--- src/hdl/boot_pkg.sv ---
/*
 Constants and types for the boot-mode selection and running-reset block.
 Assumes a single 200 MHz clock domain and an active-low power-up reset.
*/
// Function
// - Straps caught once at power-up pick the byte-wide boot source.
// - Code 000 boots as SPI slave, 001 as SPI master, 100 via link port 0.
// - Code 010 boots from byte-wide flash on the async memory interface.
// - Code 011 loads nothing; the core runs from internal ROM after reset.
// - Running reset clears core and peripherals, not PLL or DDR2, no boot.
// - The reset-out pin is also an input; driving it starts a running reset.
package boot_pkg;

	localparam logic [2:0] BOOT_CODE_SPI_SLAVE  = 3'h0;
	localparam logic [2:0] BOOT_CODE_SPI_MASTER = 3'h1;
	localparam logic [2:0] BOOT_CODE_ASYNC_FLASH = 3'h2;
	localparam logic [2:0] BOOT_CODE_ROM        = 3'h3;
	localparam logic [2:0] BOOT_CODE_LINK0      = 3'h4;
	localparam logic [2:0] BOOT_CODE_RESERVED   = 3'h5;

	localparam int CLK_PERIOD_NS        = 5;
	localparam int RUN_RESET_PULSE_NS   = 100;
	localparam int RUN_RESET_CYCLES     =
		(RUN_RESET_PULSE_NS + CLK_PERIOD_NS - 1) / CLK_PERIOD_NS;
	localparam int BOOT_TIMEOUT_CYCLES  = 65536;

	typedef enum logic [2:0]
	{
		SRC_SPI_SLAVE,
		SRC_SPI_MASTER,
		SRC_ASYNC_FLASH,
		SRC_ROM,
		SRC_LINK0,
		SRC_NONE
	} boot_src_t;

	function automatic boot_src_t decode_straps(input logic [2:0] code);
		boot_src_t src;
		src = SRC_NONE;
		unique case (code)
			BOOT_CODE_SPI_SLAVE:  src = SRC_SPI_SLAVE;
			BOOT_CODE_SPI_MASTER: src = SRC_SPI_MASTER;
			BOOT_CODE_ASYNC_FLASH: src = SRC_ASYNC_FLASH;
			BOOT_CODE_ROM:        src = SRC_ROM;
			BOOT_CODE_LINK0:      src = SRC_LINK0;
			default:              src = SRC_NONE;
		endcase
		return src;
	endfunction

endpackage

--- src/hdl/boot_load_if.sv ---
/*
 Interface carrying the boot load request and its completion between the
 sequencer and the source-select module.
 Assumes both ends sit on the same clock.
*/
`timescale 1ns/1ps
interface boot_load_if;
	import boot_pkg::*;
	logic      start;
	boot_src_t src;
	logic      busy;
	logic      done;

	modport seq (output start, output src, input busy, input done);
	modport sel (input start, input src, output busy, output done);
endinterface

--- src/hdl/boot_src_sel.sv ---
/*
 Routes one boot load request to the selected byte-wide source engine and
 reports completion back to the sequencer.
 Assumes each source engine answers start with a done pulse.
*/
`timescale 1ns/1ps
module boot_src_sel
	import boot_pkg::*;
(
	input  wire logic       i_clk,
	input  wire logic       i_rst_b,
	boot_load_if.sel        ld,
	input  wire logic [4:0] i_eng_done,
	output logic      [4:0] o_eng_start
);
	logic [4:0] start_reg;
	logic       busy_reg;
	logic       done_reg;
	logic [4:0] onehot;

	always_comb
	begin
		onehot = 5'h00;
		unique case (ld.src)
			SRC_SPI_SLAVE:  onehot = 5'h01;
			SRC_SPI_MASTER: onehot = 5'h02;
			SRC_ASYNC_FLASH: onehot = 5'h04;
			SRC_LINK0:      onehot = 5'h10;
			SRC_ROM:        onehot = 5'h00;
			SRC_NONE:       onehot = 5'h00;
		endcase
	end

	always_ff @(posedge i_clk or negedge i_rst_b)
	begin
		if (!i_rst_b)
		begin
			start_reg <= 5'h00;
			busy_reg  <= 1'b0;
			done_reg  <= 1'b0;
		end
		else
		begin
			start_reg <= 5'h00;
			done_reg  <= 1'b0;
			if (ld.start && !busy_reg)
			begin
				start_reg <= onehot;
				busy_reg  <= 1'b1;
			end
			else if (busy_reg && ((i_eng_done & onehot) != 5'h00))
			begin
				busy_reg <= 1'b0;
				done_reg <= 1'b1;
			end
		end
	end

	assign ld.busy     = busy_reg;
	assign ld.done     = done_reg;
	assign o_eng_start = start_reg;
endmodule

--- src/hdl/boot_mode_select_running_reset.sv ---
/*
 Boot-mode selection and running-reset control. Catches the straps after
 power-up reset, starts one byte-wide boot load unless ROM or a reserved code is selected, then releases the core unless the code is reserved.
 The reset-out pin is open-drain style: driven low by us while the core is
 held, and sensed as a running-reset request otherwise.
 A running reset holds core and peripherals only; PLL and DDR2 reset
 follow power-up reset alone.
 Assumes straps and pin input synchronous to i_clk.
*/
`timescale 1ns/1ps
module boot_mode_select_running_reset
	import boot_pkg::*;
#(
	parameter int RUN_RESET_LEN = RUN_RESET_CYCLES
)
(
	input  wire logic       i_clk,
	input  wire logic       i_rst_b,
	input  wire logic [2:0] i_boot_select_straps,
	input  wire logic       i_reset_out_pin,
	input  wire logic [4:0] i_eng_done,
	output logic      [4:0] o_eng_start,
	output logic [2:0]      o_boot_src,
	output logic            o_boot_busy,
	output logic            o_core_rst_b,
	output logic            o_periph_rst_b,
	output logic            o_pll_ddr_rst_b,
	output logic            o_rom_exec,
	output logic            o_strap_err,
	output logic            o_reset_out_pin,
	output logic            o_reset_out_pin_oe
);
	typedef enum logic [2:0]
	{
		ST_CAPTURE,
		ST_LOAD_REQ,
		ST_LOADING,
		ST_RUN,
		ST_RUN_RESET
	} state_t;

	logic       rst_meta_reg;
	logic       rst_sync_reg;
	state_t     state_reg;
	boot_src_t  src_reg;
	logic       strap_err_reg;
	logic       core_rst_b_reg;
	logic       pll_rst_b_reg;
	logic       rom_exec_reg;
	logic       busy_reg;
	logic       periph_rst_b_reg;
	logic       pin_oe_reg;
	logic       pin_prev_reg;
	logic [15:0] cnt_reg;
	logic       pin_req;

	boot_load_if ld ();

	boot_src_sel u_sel
	(
		.i_clk       (i_clk),
		.i_rst_b     (rst_sync_reg),
		.ld          (ld),
		.i_eng_done  (i_eng_done),
		.o_eng_start (o_eng_start)
	);

	always_ff @(posedge i_clk or negedge i_rst_b)
	begin
		if (!i_rst_b)
		begin
			rst_meta_reg <= 1'b0;
			rst_sync_reg <= 1'b0;
		end
		else
		begin
			rst_meta_reg <= 1'b1;
			rst_sync_reg <= rst_meta_reg;
		end
	end

	// PLL and DDR2 reset follows power-up reset only
	always_ff @(posedge i_clk or negedge rst_sync_reg)
	begin
		if (!rst_sync_reg)
			pll_rst_b_reg <= 1'b0;
		else
			pll_rst_b_reg <= 1'b1;
	end

	// Falling edge on the pin, only while we are not driving it
	assign pin_req = (state_reg == ST_RUN) && pin_prev_reg
		&& !i_reset_out_pin;

	always_ff @(posedge i_clk or negedge rst_sync_reg)
	begin
		if (!rst_sync_reg)
			pin_prev_reg <= 1'b1;
		else
			pin_prev_reg <= i_reset_out_pin;
	end

	// One boot per power-up; reserved codes stall here
	always_ff @(posedge i_clk or negedge rst_sync_reg)
	begin
		if (!rst_sync_reg)
			state_reg <= ST_CAPTURE;
		else
		begin
			unique case (state_reg)
				ST_CAPTURE:
					state_reg <= ST_LOAD_REQ;
				ST_LOAD_REQ:
				begin
					if (src_reg == SRC_ROM)
						state_reg <= ST_RUN;
					else if (src_reg == SRC_NONE)
						state_reg <= ST_LOAD_REQ;
					else
						state_reg <= ST_LOADING;
				end
				ST_LOADING:
				begin
					if (ld.done)
						state_reg <= ST_RUN;
				end
				ST_RUN:
				begin
					if (pin_req)
						state_reg <= ST_RUN_RESET;
				end
				ST_RUN_RESET:
				begin
					// No new load: straight back to run
					if (cnt_reg == 16'h0000)
						state_reg <= ST_RUN;
				end
			endcase
		end
	end

	// Straps caught once, after reset release
	always_ff @(posedge i_clk or negedge rst_sync_reg)
	begin
		if (!rst_sync_reg)
		begin
			src_reg       <= SRC_NONE;
			strap_err_reg <= 1'b0;
		end
		else if (state_reg == ST_CAPTURE)
		begin
			src_reg       <= decode_straps(i_boot_select_straps);
			strap_err_reg <= (decode_straps(i_boot_select_straps)
				== SRC_NONE);
		end
	end

	always_ff @(posedge i_clk or negedge rst_sync_reg)
	begin
		if (!rst_sync_reg)
			rom_exec_reg <= 1'b0;
		else if ((state_reg == ST_LOAD_REQ) && (src_reg == SRC_ROM))
			rom_exec_reg <= 1'b1;
	end

	// Running reset length counter
	always_ff @(posedge i_clk or negedge rst_sync_reg)
	begin
		if (!rst_sync_reg)
			cnt_reg <= 16'h0000;
		else if ((state_reg == ST_RUN) && pin_req)
			cnt_reg <= 16'(RUN_RESET_LEN - 1);
		else if ((state_reg == ST_RUN_RESET) && (cnt_reg != 16'h0000))
			cnt_reg <= cnt_reg - 16'h0001;
	end

	assign ld.start = (state_reg == ST_LOAD_REQ) && (src_reg != SRC_ROM)
		&& (src_reg != SRC_NONE);
	assign ld.src   = src_reg;

	// Core and peripherals held outside RUN, PLL untouched
	always_ff @(posedge i_clk or negedge rst_sync_reg)
	begin
		if (!rst_sync_reg)
			core_rst_b_reg <= 1'b0;
		else
			core_rst_b_reg <= (state_reg == ST_RUN) && !pin_req;
	end

	always_ff @(posedge i_clk or negedge rst_sync_reg)
	begin
		if (!rst_sync_reg)
			periph_rst_b_reg <= 1'b0;
		else
			periph_rst_b_reg <= (state_reg == ST_RUN) && !pin_req;
	end

	// Pin pulled low by us exactly while the core is held
	always_ff @(posedge i_clk or negedge rst_sync_reg)
	begin
		if (!rst_sync_reg)
			pin_oe_reg <= 1'b1;
		else
			pin_oe_reg <= !((state_reg == ST_RUN) && !pin_req);
	end

	// Load in progress, from request to engine done
	always_ff @(posedge i_clk or negedge rst_sync_reg)
	begin
		if (!rst_sync_reg)
			busy_reg <= 1'b0;
		else
			busy_reg <= ld.start || ld.busy;
	end

	assign o_boot_src         = 3'(src_reg);
	assign o_boot_busy        = busy_reg;
	assign o_core_rst_b       = core_rst_b_reg;
	assign o_periph_rst_b     = periph_rst_b_reg;
	assign o_pll_ddr_rst_b    = pll_rst_b_reg;
	assign o_rom_exec         = rom_exec_reg;
	assign o_strap_err        = strap_err_reg;
	assign o_reset_out_pin    = 1'b0;
	assign o_reset_out_pin_oe = pin_oe_reg;
endmodule

--- config.mk ---
export PLATFORM = sky130hd
export DESIGN_NAME = boot_mode_select_running_reset
export DESIGN_NICKNAME = d
export VERILOG_FILES = /design/src/hdl/boot_pkg.sv /design/src/hdl/boot_load_if.sv /design/src/hdl/boot_src_sel.sv /design/src/hdl/boot_mode_select_running_reset.sv
export SDC_FILE = /design/constraint.sdc
export NUM_CORES = 1
export LEC_CHECK = 0
export ABC_AREA = 1
export BUFFER_PORTS_ARGS = -buffer_cell sky130_fd_sc_hd__clkbuf_2
export CELL_PAD_IN_SITES_DETAIL_PLACEMENT = 1
export CELL_PAD_IN_SITES_GLOBAL_PLACEMENT = 2
export CORE_MARGIN = 1.5
export CORE_UTILIZATION = 30
export DETAILED_ROUTE_END_ITERATION = 10
export PLACE_DENSITY_LB_ADDON = 0.1
export SKIP_LAST_GASP = 1
export SYNTH_ARGS = -nofsm -noshare
export SYNTH_HDL_FRONTEND = slang
export SYNTH_SLANG_ARGS = --single-unit
--- constraint.sdc ---
create_clock -name i_clk -period 1.14 [get_ports i_clk]
set_input_delay 0.057 -clock i_clk [delete_from_list [all_inputs] [get_ports i_clk]]
set_output_delay 0.057 -clock i_clk [all_outputs]
set_load 0.005 [all_outputs]
==> results.md, run 1 <==
- Synth area leaders: dfrtp_1, nand2_1, nor2_1
- Slowest stage delay, CP: 410 ps
- Initial antenna violation count: 0
- # DRC: 0
- CP startpoint kind: register
- CTS Root Cell: clkbuf_8
- Post-synthesis cell area: 0.001976 mm^2
- Setup TNS Final: -5460 ps
- Syn Inst Count: 244
- Drt total wl: 5.664 mm
- Final Hold Viols: 0
- GRT Total Usage: 15.99%
- Pwr Density: 2166 mW/mm^2
- Worst-path cell with the longest stage delay: dfrtp_1
- Wire per inst: 13.26 um
- Worst Path Max Fanout: 4
- Worst r2r path cells: 9
- Setup crit start: cnt_reg[1]
- Reg clk slew, reported paths: 70 ps
- Fin util: 50.48%
- Seq/Total Area, Yosys: 47.12%
- Outcome: finished, violations left
- First-pass GRT wire length: 9.039 mm
- CP required: 1360 ps
- P_leak: 1.660 nW
- Failing checks: negative setup slack
- Critical Path End Type: register
- Most frequent cell after synthesis: nand2_1
- Achievable frequency: 708.1 MHz
- I/O Buffers: 23
- Site Rows: 29
- Die Y-Extent: 84.15 um
- Yosys top cell area share: 41.80%
- Total grt overflow: 0
- Library cells used by synthesis: 33
- Top-Level Pins: 27
- Max Slew Vio Count: 0
- Core box area: 0.006350 mm^2
- Post-synth top cells: nand2_1, nor2_1, dfrtp_1
- NetSw: 0.002736 W
- Starting Density: 31.11%
- Critical Path End: cnt_reg[15]
- Power Total: 0.006944 W
- Htree depth: 2
- Final worst-path cycle share: 123.9%
- Fin crit period: 1412 ps
- Num CTS Buffers: 5
- Routed Antenna Nets: 0
- Sequential power share: 28.3%
- Number of diodes: 0
- Die Width: 84.15 um
- Synth async-reset ratio: 100.0%
- R2R Setup Slk: -270 ps
- CP Class: reg2reg
- First-pass iteration count of the detailed router: 4
- Part of the power in the clock network: 13.7%
- Largest net degree at the start of global routing: 36
- # setup viols final: 33
- Worst-Skew Late Latency: 280 ps
- Die ar.: 0.007081 mm^2
- Place WS: -305.2 ps
- Synth warn: 0
- Share of layout cells above drive strength 1: 54.86%
- #FFs+latches synth: 37
- Critical R2R Launch: cnt_reg[1]
- Clk sink count: 37
- Cell taking the most area after synthesis: dfrtp_1
- P_int: 0.004208 W
- Clock buffer depth: 2
- Number of global-route vias before repair: 1907
- Crit Reg-Reg Endpoint: cnt_reg[15]
- RePlAce Congestion: 0.7524
- Final net count: 362
- CTS tree: yes
- Critical Path AT: 1640 ps
- Max-Cap Viols: 0
- Detailed router's first-iteration violation count: 66
- Clk_skew: 6.281 ps
- Top_reg_cell synth: dfrtp_1
- Routed vias: 1922
- Vias per cell: 4.501
- Part of the power in combinational logic: 58.0%
- Most used cell, CP: buf_6
- PnR worst setup slack: -272.3 ps
- Hold_sp: i_eng_done[0]
- Max reg flops: 16
- Hold WC Path Type: in2reg
- Peak VDD IR: 1.227 mV
- Buf/Inv on CP: 3
- Hold path depth: 3
- Crit path cell chain: inv_2, ha_4, nand2_4, nor2_4, buf_6, a21oi_4, buf_6, nand4_1, nand2_1
- Detail Placement HPWL: 3.960 mm
- Post-synth EDFFs: 0
- Worst hold margin: 49.22 ps
- Crit path max-delay family: flip-flops
- Switching share of power: 39.40%
- Layout area overhead: 62.25%
- Syn avg cell area: 8.097 um^2
- RSZ-0062 raised after global routing: yes
- Levels on crit path: 9
placed cells by master, fill, tap and decap left out, types with 2 or more instances in the layout:
master,instances
nand2_2,19
inv_8,2
dfrtp_1,30
nor3_2,3
a21oi_1,2
xor2_1,3
clkbuf_8,6
dlygate4sd3_1,2
clkbuf_1,2
nand4_1,8
nand3_1,13
nand2_8,2
inv_2,8
buf_4,58
inv_1,16
o21ai_2,2
dfrtp_2,3
conb_1,4
inv_4,2
a21oi_4,2
dfstp_2,4
buf_6,18
xnor2_1,2
o21bai_1,3
clkbuf_2,22
nand2_1,47
nand3b_1,2
a31oi_1,3
nor2_4,11
nor2_1,16
nor3_4,2
nand2_4,6
o21ai_0,2
nand3_2,5
nor2_2,10
power groups by stage:
stage	Combinational (W)	Sequential, W	Clock [W]
finish	0.00403	0.00196	0.000953
global route	0.00442	0.00199	0.00106
CTS	0.00342	0.00192	0.000989
detailed placement	0.00295	0.00192	0
global placement	0.00288	0.00191	0
floorplan	0.00155	0.00198	0
how the worst min path moves through the flow:
stage	slack, ps	end
detailed placement	-160	rst_meta_reg
CTS	40	u_sel.ld.done
finish	50	u_sel.ld.done
global placement	-160	rst_sync_reg
floorplan	-240	rst_meta_reg
global route	50	u_sel.ld.done
stage by stage:
| stage | cell area (um^2) | cells |
|---|---|---|
| floorplan | 2039 | 246 |
| detailed placement | 2634 | 398 |
| global placement | 2634 | 398 |
| CTS | 2938 | 418 |
| global route | 3206 | 427 |
| finish | 3206 | 427 |
tightest hold or removal path: stages:
cell and delay [ps]:
clkbuf_2 90, nand2_2 60, a31oi_1 70
timing repair:
item / in CTS / in global routing
cloned: 1 / 0
endpoints found under the setup margin: 34 / 35
gates resized for setup: 28 / 58
pin swaps: 22 / 25
hold buffers: 2 / 0
setup buffers: 9 / 11
endpoints found under the hold margin: 3 / 0
cell families after synthesis:
kind of cell | synth area share, %
compound gates | 5.447
xor+xnor | 2.217
flops | 47.12
other cells | 0.3801
buf+inv | 8.613
simple gates | 34.96
fa+ha+maj | 1.266
area by class of cell:
| cell class | instances | area, um^2 |
|---|---|---|
| Clock buffer | 8 | 90.09 |
| Fill cell | 761 | 3144 |
| Inverter | 27 | 113.9 |
| Multi-Input combinational cell | 176 | 1171 |
| Sequential cell | 37 | 934.6 |
| Tap cell | 77 | 96.34 |
| Timing Repair Buffer | 101 | 788.3 |
| Timing Repair inverter | 1 | 11.26 |
routing by layer:
metal / up-vias / global-route usage [%] / wire [um]
li1: 981 / - / -
met1: 916 / 23.44 / 2760
met2: 23 / 25.09 / 2741
met3: 2 / 2.950 / 137
met4: 0 / 2.683 / 24
met5: - / 0 / 0
Note: power is estimated with default switching activity, not from simulation.
==> inputs of run 2 (changes only) <==
--- a/config.mk
+++ b/config.mk
@@ -12,7 +12,7 @@
 export CORE_MARGIN = 1.5
 export CORE_UTILIZATION = 30
 export DETAILED_ROUTE_END_ITERATION = 10
-export PLACE_DENSITY_LB_ADDON = 0.1
+export PLACE_DENSITY = 0.8
 export SKIP_LAST_GASP = 1
 export SYNTH_ARGS = -nofsm -noshare
 export SYNTH_HDL_FRONTEND = slang
==> run 2 against run 1 <==
Clock power grew 26%. Die area is the same. Worst setup slack lost 45 ps. Count of clock-buffer cells in the layout shrank 3. Global-route usage grew 3.1 points. Sequential power is essentially flat. Utilization grew 2.2 points. Flip-flop and latch count is the same. The flow finishes with violations (negative hold slack, negative setup slack). Non-clock buffer count grew 3. Worst hold slack lost 52 ps. Critical path depth grew 2. Clock skew grew 7.5 ps.
==> results.md, run 2 (synthesized netlist as in run 1, its figures left out) <==
- Num CTS Buffers: 5 (unchanged)
- CP startpoint kind: register
- Peak VDD IR: 1.127 mV (-8.1%)
- Die Width: 84.15 um (unchanged)
- Hold WC Path Type: in2reg
- Outcome: finished, violations left
- Failing checks: negative hold slack, negative setup slack
- Max-Cap Viols: 0 (unchanged)
- PnR worst setup slack: -317.6 ps (-45.31 ps)
- Share of layout cells above drive strength 1: 57.51% (+2.6 points)
- Htree depth: 2 (unchanged)
- Top-Level Pins: 27 (unchanged)
- R2R Setup Slk: -320 ps (-50 ps)
- Power Total: 0.007664 W (+10%)
- Die ar.: 0.007081 mm^2 (unchanged)
- Final net count: 365 (+0.83%)
- Starting Density: 31.11% (unchanged)
- Final worst-path cycle share: 127.9% (+4.0 points)
- Most frequent cells in the layout: buf_4, nand2_1, dfrtp_1
- Commonest non-fill, non-tap cell in the layout: buf_4
- Die Y-Extent: 84.15 um (unchanged)
- CP Class: reg2reg
- Post-Layout Cell Count: 430 (+0.70%)
- Routed Antenna Nets: 0 (unchanged)
- Drt total wl: 6.757 mm (+19%)
- Wire per inst: 15.71 um (+18%)
- Routed vias: 2020 (+5.1%)
- Pwr Density: 2292 mW/mm^2 (+5.8%)
- I/O Buffers: 23 (unchanged)
- # placed instances: 395 (-0.75%)
- First-pass iteration count of the detailed router: 4 (unchanged)
- GRT Total Usage: 19.07% (+3.1 points)
- Site Rows: 29 (unchanged)
- Initial antenna violation count: 0 (unchanged)
- Final Hold Viols: 1 (+1)
- Clk_skew: 13.73 ps (+7.454 ps)
- Vias per cell: 4.698 (+4.4%)
- Worst hold margin: -3.040 ps (-52.26 ps)
- Worst-Skew Late Latency: 310 ps (+30 ps)
- Number of diodes: 0 (unchanged)
- Worst Path Max Fanout: 6 (+2)
- P_leak: 1.727 nW (+4.1%)
- Max Slew Vio Count: 0 (unchanged)
- Reg clk slew, reported paths: 80 ps (about the same)
- Fin crit period: 1458 ps (+45.31 ps)
- Clock buffer depth: 2 (unchanged)
- # fillers: 752 (-1.2%)
- CTS Root Cell: clkbuf_8
- Critical Path End Type: register
- Final instance area: 0.003344 mm^2 (+4.3%)
- RSZ-0062 raised after global routing: yes
- Fin util: 52.67% (+2.2 points)
- CTS tree: yes
- Layout area overhead: 69.28%
- Achievable frequency: 686.1 MHz (-3.1%)
- CP required: 1380 ps (+20 ps)
- Critical Path AT: 1700 ps (+60 ps)
- RePlAce Congestion: 0.7310 (-2.8%)
- First-pass GRT wire length: 10.61 mm (+17%)
- # DRC: 0 (unchanged)
- Setup TNS Final: -7978 ps (-2519 ps)
- Placed instance area: 0.002611 mm^2 (-0.86%)
- # setup viols final: 33 (unchanged)
- Clk sink count: 37 (unchanged)
- Core box area: 0.006350 mm^2 (unchanged)
- Largest net degree at the start of global routing: 36 (unchanged)
- Detailed router's first-iteration violation count: 59 (-11%)
- Number of global-route vias before repair: 2205 (+16%)
- Detail Placement HPWL: 3.930 mm (-0.77%)
- Max reg flops: 16 (unchanged)
- Total grt overflow: 0 (unchanged)
[run 2: per-layer routing]
metal / track usage, % / routed length, um / up-vias
li1: - / - / 987
met1: 21.65 / 2795 / 993
met2: 37.24 / 3703 / 31
met3: 3.343 / 161 / 9
met4: 3.577 / 96 / 0
met5: 0 / 0 / -
[run 2: power by group]
| group | switching, W | leakage (nW) | internal [W] |
|---|---|---|---|
| logic | 0.00230 | 1.20 | 0.00224 |
| registers | 0.000255 | 0.468 | 0.00167 |
| clock network | 0.000546 | 0.0585 | 0.000656 |
| total | 0.00310 | 1.73 | 0.00457 |
[run 2: final timing paths]
path                                         startpoint  cells past startpoint            to
min in group asynchronous                       i_rst_b                      2  rst_sync_reg
worst min-delay path            i_boot_select_straps[0]                      3   o_strap_err
worst min register to register             rst_sync_reg                      1    cnt_reg[5]
worst max register to register               cnt_reg[0]                     11    cnt_reg[3]
worst max-delay path                         cnt_reg[0]                     11    cnt_reg[3]
max in group asynchronous                  rst_sync_reg                      1  pin_prev_reg
[run 2: cell type report]
type                    instances  area (um^2)  share of cell area (%)
repair buffers                104        825.8                   24.69
multi-input cells             176         1241                   37.11
clock buffers                   5        68.82                   2.058
well taps                      77        96.34                   2.881
inverters                      27        118.9                   3.554
clock inverters                 3        43.79                   1.309
flip-flops and latches         37        933.4                   27.91
repair inverters                1        16.27                  0.4863
[run 2: critical path, stage by stage (launching register included)]
cell and delay (ps):
dfrtp_1 400, inv_2 120, ha_4 160, nand2_4 50, nor2_4 90, buf_6 110
nand2_4 50, nand2_4 100, nand2_8 110, clkinv_8 100, nand2_2 50, nand2_1 50
[run 2: stage by stage]
stage / worst slack, ps / hold WS, ps
6_report: -317.6 / -3.040
4_1_cts: -303.3 / 18.12
3_5_place_dp: -430.7 / -153.1
3_3_place_gp: -389.6 / -156.7
2_1_floorplan: -167.0 / -238.6
5_1_grt: -408.9 / 17.11
[run 2: repair_timing]
item,in CTS,in global routing
hold buffers,2,0
buffers inserted,18,7
hold endpoints to repair,3,0
pin swaps,13,16
gates resized for setup,55,50
endpoints found under the setup margin,35,35
cloned,1,0
==> inputs of run 3 (changes only) <==
--- a/config.mk
+++ b/config.mk
@@ -13,6 +13,7 @@
 export CORE_UTILIZATION = 30
 export DETAILED_ROUTE_END_ITERATION = 10
 export PLACE_DENSITY = 0.8
+export REMOVE_ABC_BUFFERS = 1
 export SKIP_LAST_GASP = 1
 export SYNTH_ARGS = -nofsm -noshare
 export SYNTH_HDL_FRONTEND = slang
==> run 3 against run 2 <==
Worst setup slack got worse by 9.8 ps. The run ends with negative setup slack left. Worst hold slack improved by 26 ps. Routed wire length increased by 2.9%. Largest power group unchanged. Count of clock-buffer cells in the layout unchanged.
==> results.md, run 3 (synthesized netlist as in run 1, its figures left out) <==
- CP required: 1380 ps (about the same)
- Core box area: 0.006350 mm^2 (unchanged)
- Failing checks: negative setup slack
- Reg clk slew, reported paths: 90 ps (about the same)
- PnR worst setup slack: -327.4 ps (-9.848 ps)
- Drt total wl: 6.953 mm (+2.9%)
- Top-Level Pins: 27 (unchanged)
- # placed instances: 403 (+2.0%)
- Site Rows: 29 (unchanged)
- Total grt overflow: 0 (unchanged)
- Worst-path cell with the longest stage delay: dfrtp_1
- # setup viols final: 30 (-9.1%)
- Clock buffer depth: 2 (unchanged)
- Worst-Skew Late Latency: 300 ps (about the same)
- Starting Density: 31.11% (unchanged)
- Power Total: 0.007966 W (+3.9%)
- Max-Cap Viols: 0 (unchanged)
- Initial antenna violation count: 0 (unchanged)
- Crit path cell chain: inv_2, ha_4, nand2_4, nor2_4, buf_6, a21oi_4, clkbuf_16, nand3_1, nand2_1
- Final Hold Viols: 0 (-1)
- Htree depth: 2 (unchanged)
- CP startpoint kind: register
- Routed Antenna Nets: 0 (unchanged)
- Wire per inst: 16.25 um (+3.4%)
- Commonest non-fill, non-tap cell in the layout: buf_4
- Share of layout cells above drive strength 1: 58.40% (+0.90 points)
- Achievable frequency: 681.5 MHz (-0.67%)
- Most frequent cells in the layout: buf_4, nand2_1, dfrtp_1
- I/O Buffers: 23 (unchanged)
- Vias per cell: 4.759 (+1.3%)
- CTS Root Cell: clkbuf_8
- # DRC: 0 (unchanged)
- Final net count: 363 (-0.55%)
- Die ar.: 0.007081 mm^2 (unchanged)
- Outcome: finished, violations left
- Peak VDD IR: 1.426 mV (+27%)
- Detailed router's first-iteration violation count: 56 (-5.1%)
- Routed vias: 2037 (+0.84%)
- Clk_skew: 10.87 ps (-2.862 ps)
- RePlAce Congestion: 0.7903 (+8.1%)
- RSZ-0062 raised after global routing: yes
- Slowest stage delay, CP: 410 ps (about the same)
- Clk sink count: 37 (unchanged)
- Fin crit period: 1467 ps (+9.848 ps)
- Max Slew Vio Count: 0 (unchanged)
- First-pass iteration count of the detailed router: 4 (unchanged)
- Post-Layout Cell Count: 428 (-0.47%)
- Largest net degree at the start of global routing: 24 (-33%)
- GRT Total Usage: 19.08% (about the same)
- Place WS: -490.5 ps (-59.83 ps)
- Worst Path Max Fanout: 7 (+1)
- Hold WC Path Type: in2reg
- Critical Path End Type: register
- Critical Path AT: 1710 ps (about the same)
- Pwr Density: 2382 mW/mm^2 (+3.9%)
- CTS tree: yes
- Die Y-Extent: 84.15 um (unchanged)
- Max reg flops: 16 (unchanged)
- Number of diodes: 0 (unchanged)
- Number of global-route vias before repair: 2225 (+0.91%)
- P_leak: 1.705 nW (-1.3%)
- Worst hold margin: 22.48 ps (+25.52 ps)
- Num CTS Buffers: 5 (unchanged)
- First-pass GRT wire length: 10.60 mm (-0.13%)
- Layout area overhead: 69.28% (unchanged)
- Die Width: 84.15 um (unchanged)
- Detail Placement HPWL: 4.038 mm (+2.8%)
- CP Class: reg2reg
- Final worst-path cycle share: 128.7% (+0.86 points)
## run 3: changes by cell type in the layout (fill, tap and decap cells not counted), moves of 3 or more
cell and delta:
inv_1 -3, nand3_1 -5, nand3_2 +5, buf_4 -4, nor2_2 -3, nor2_4 +3, inv_2 +3, nand2_1 +7
nand2_4 -7
## run 3: cell type report
| cell class | count | area [um^2] |
|---|---|---|
| Tap cell | 77 | 96.34 |
| Clock buffer | 5 | 68.82 |
| Clock inverter | 3 | 68.82 |
| Timing Repair inverter | 1 | 6.256 |
| Multi-Input combinational cell | 176 | 1234 |
| Sequential cell | 37 | 935.9 |
| Inverter | 27 | 117.6 |
| Fill cell | 743 | 3005 |
| Timing Repair Buffer | 102 | 817.0 |
## run 3: per-stage QoR
| step | TNS (ps) | instance area, um^2 | utilization [%] |
|---|---|---|---|
| floorplan | -4219 | 1918 | - |
| global placement | -8967 | 2603 | 40.99 |
| detailed placement | -9663 | 2603 | 40.99 |
| CTS | -5761 | 3097 | 48.77 |
| global route | -9180 | 3344 | 52.67 |
| finish | -7146 | 3344 | 52.67 |
## run 3: final timing paths
check	from	to	slack (ps)	depth (start not counted)
max in group asynchronous	rst_sync_reg	pin_prev_reg	590	1
max reg2reg	cnt_reg[1]	cnt_reg[6]	-330	9
min in group asynchronous	i_rst_b	rst_meta_reg	70	2
min	i_boot_select_straps[1]	o_boot_src[1]	20	3
max	cnt_reg[1]	cnt_reg[6]	-330	9
min reg2reg	rst_sync_reg	cnt_reg[7]	190	1
## run 3: metal layers
layer	vias up	share of wire (%)	wire [um]	GRT usage, %
li1	982	-	-	-
met1	1016	38	2662	21.17
met2	30	58	4029	37.09
met3	9	2.3	159	3.048
met4	0	1.5	102	5.514
met5	-	0	0	0
## run 3: worst max-delay path, delay by kind of cell (launching register included)
family	cells	cell delay, ps
flip-flops	1	410
buffers and inverters	3	390
AND/OR/NAND/NOR	4	240
AO/OA/AOI/OAI	1	190
adder cells (fa/ha/maj)	1	170
## run 3: repair_timing
| action | 4_1_cts | 5_1_grt |
|---|---|---|
| hold buffers | 2 | 0 |
| setup buffers | 7 | 6 |
| gates cloned | 1 | 1 |
| gates resized for setup | 73 | 48 |
| endpoints found under the hold margin | 3 | 0 |
| pin swaps | 21 | 24 |
| setup endpoints to repair | 33 | 34 |
## run 3: power by group
part,leakage [nW],internal (W),switching [W]
logic,1.17,0.00226,0.00230
clock network,0.0687,0.000882,0.000548
registers,0.466,0.00168,0.000298
total,1.70,0.00482,0.00315
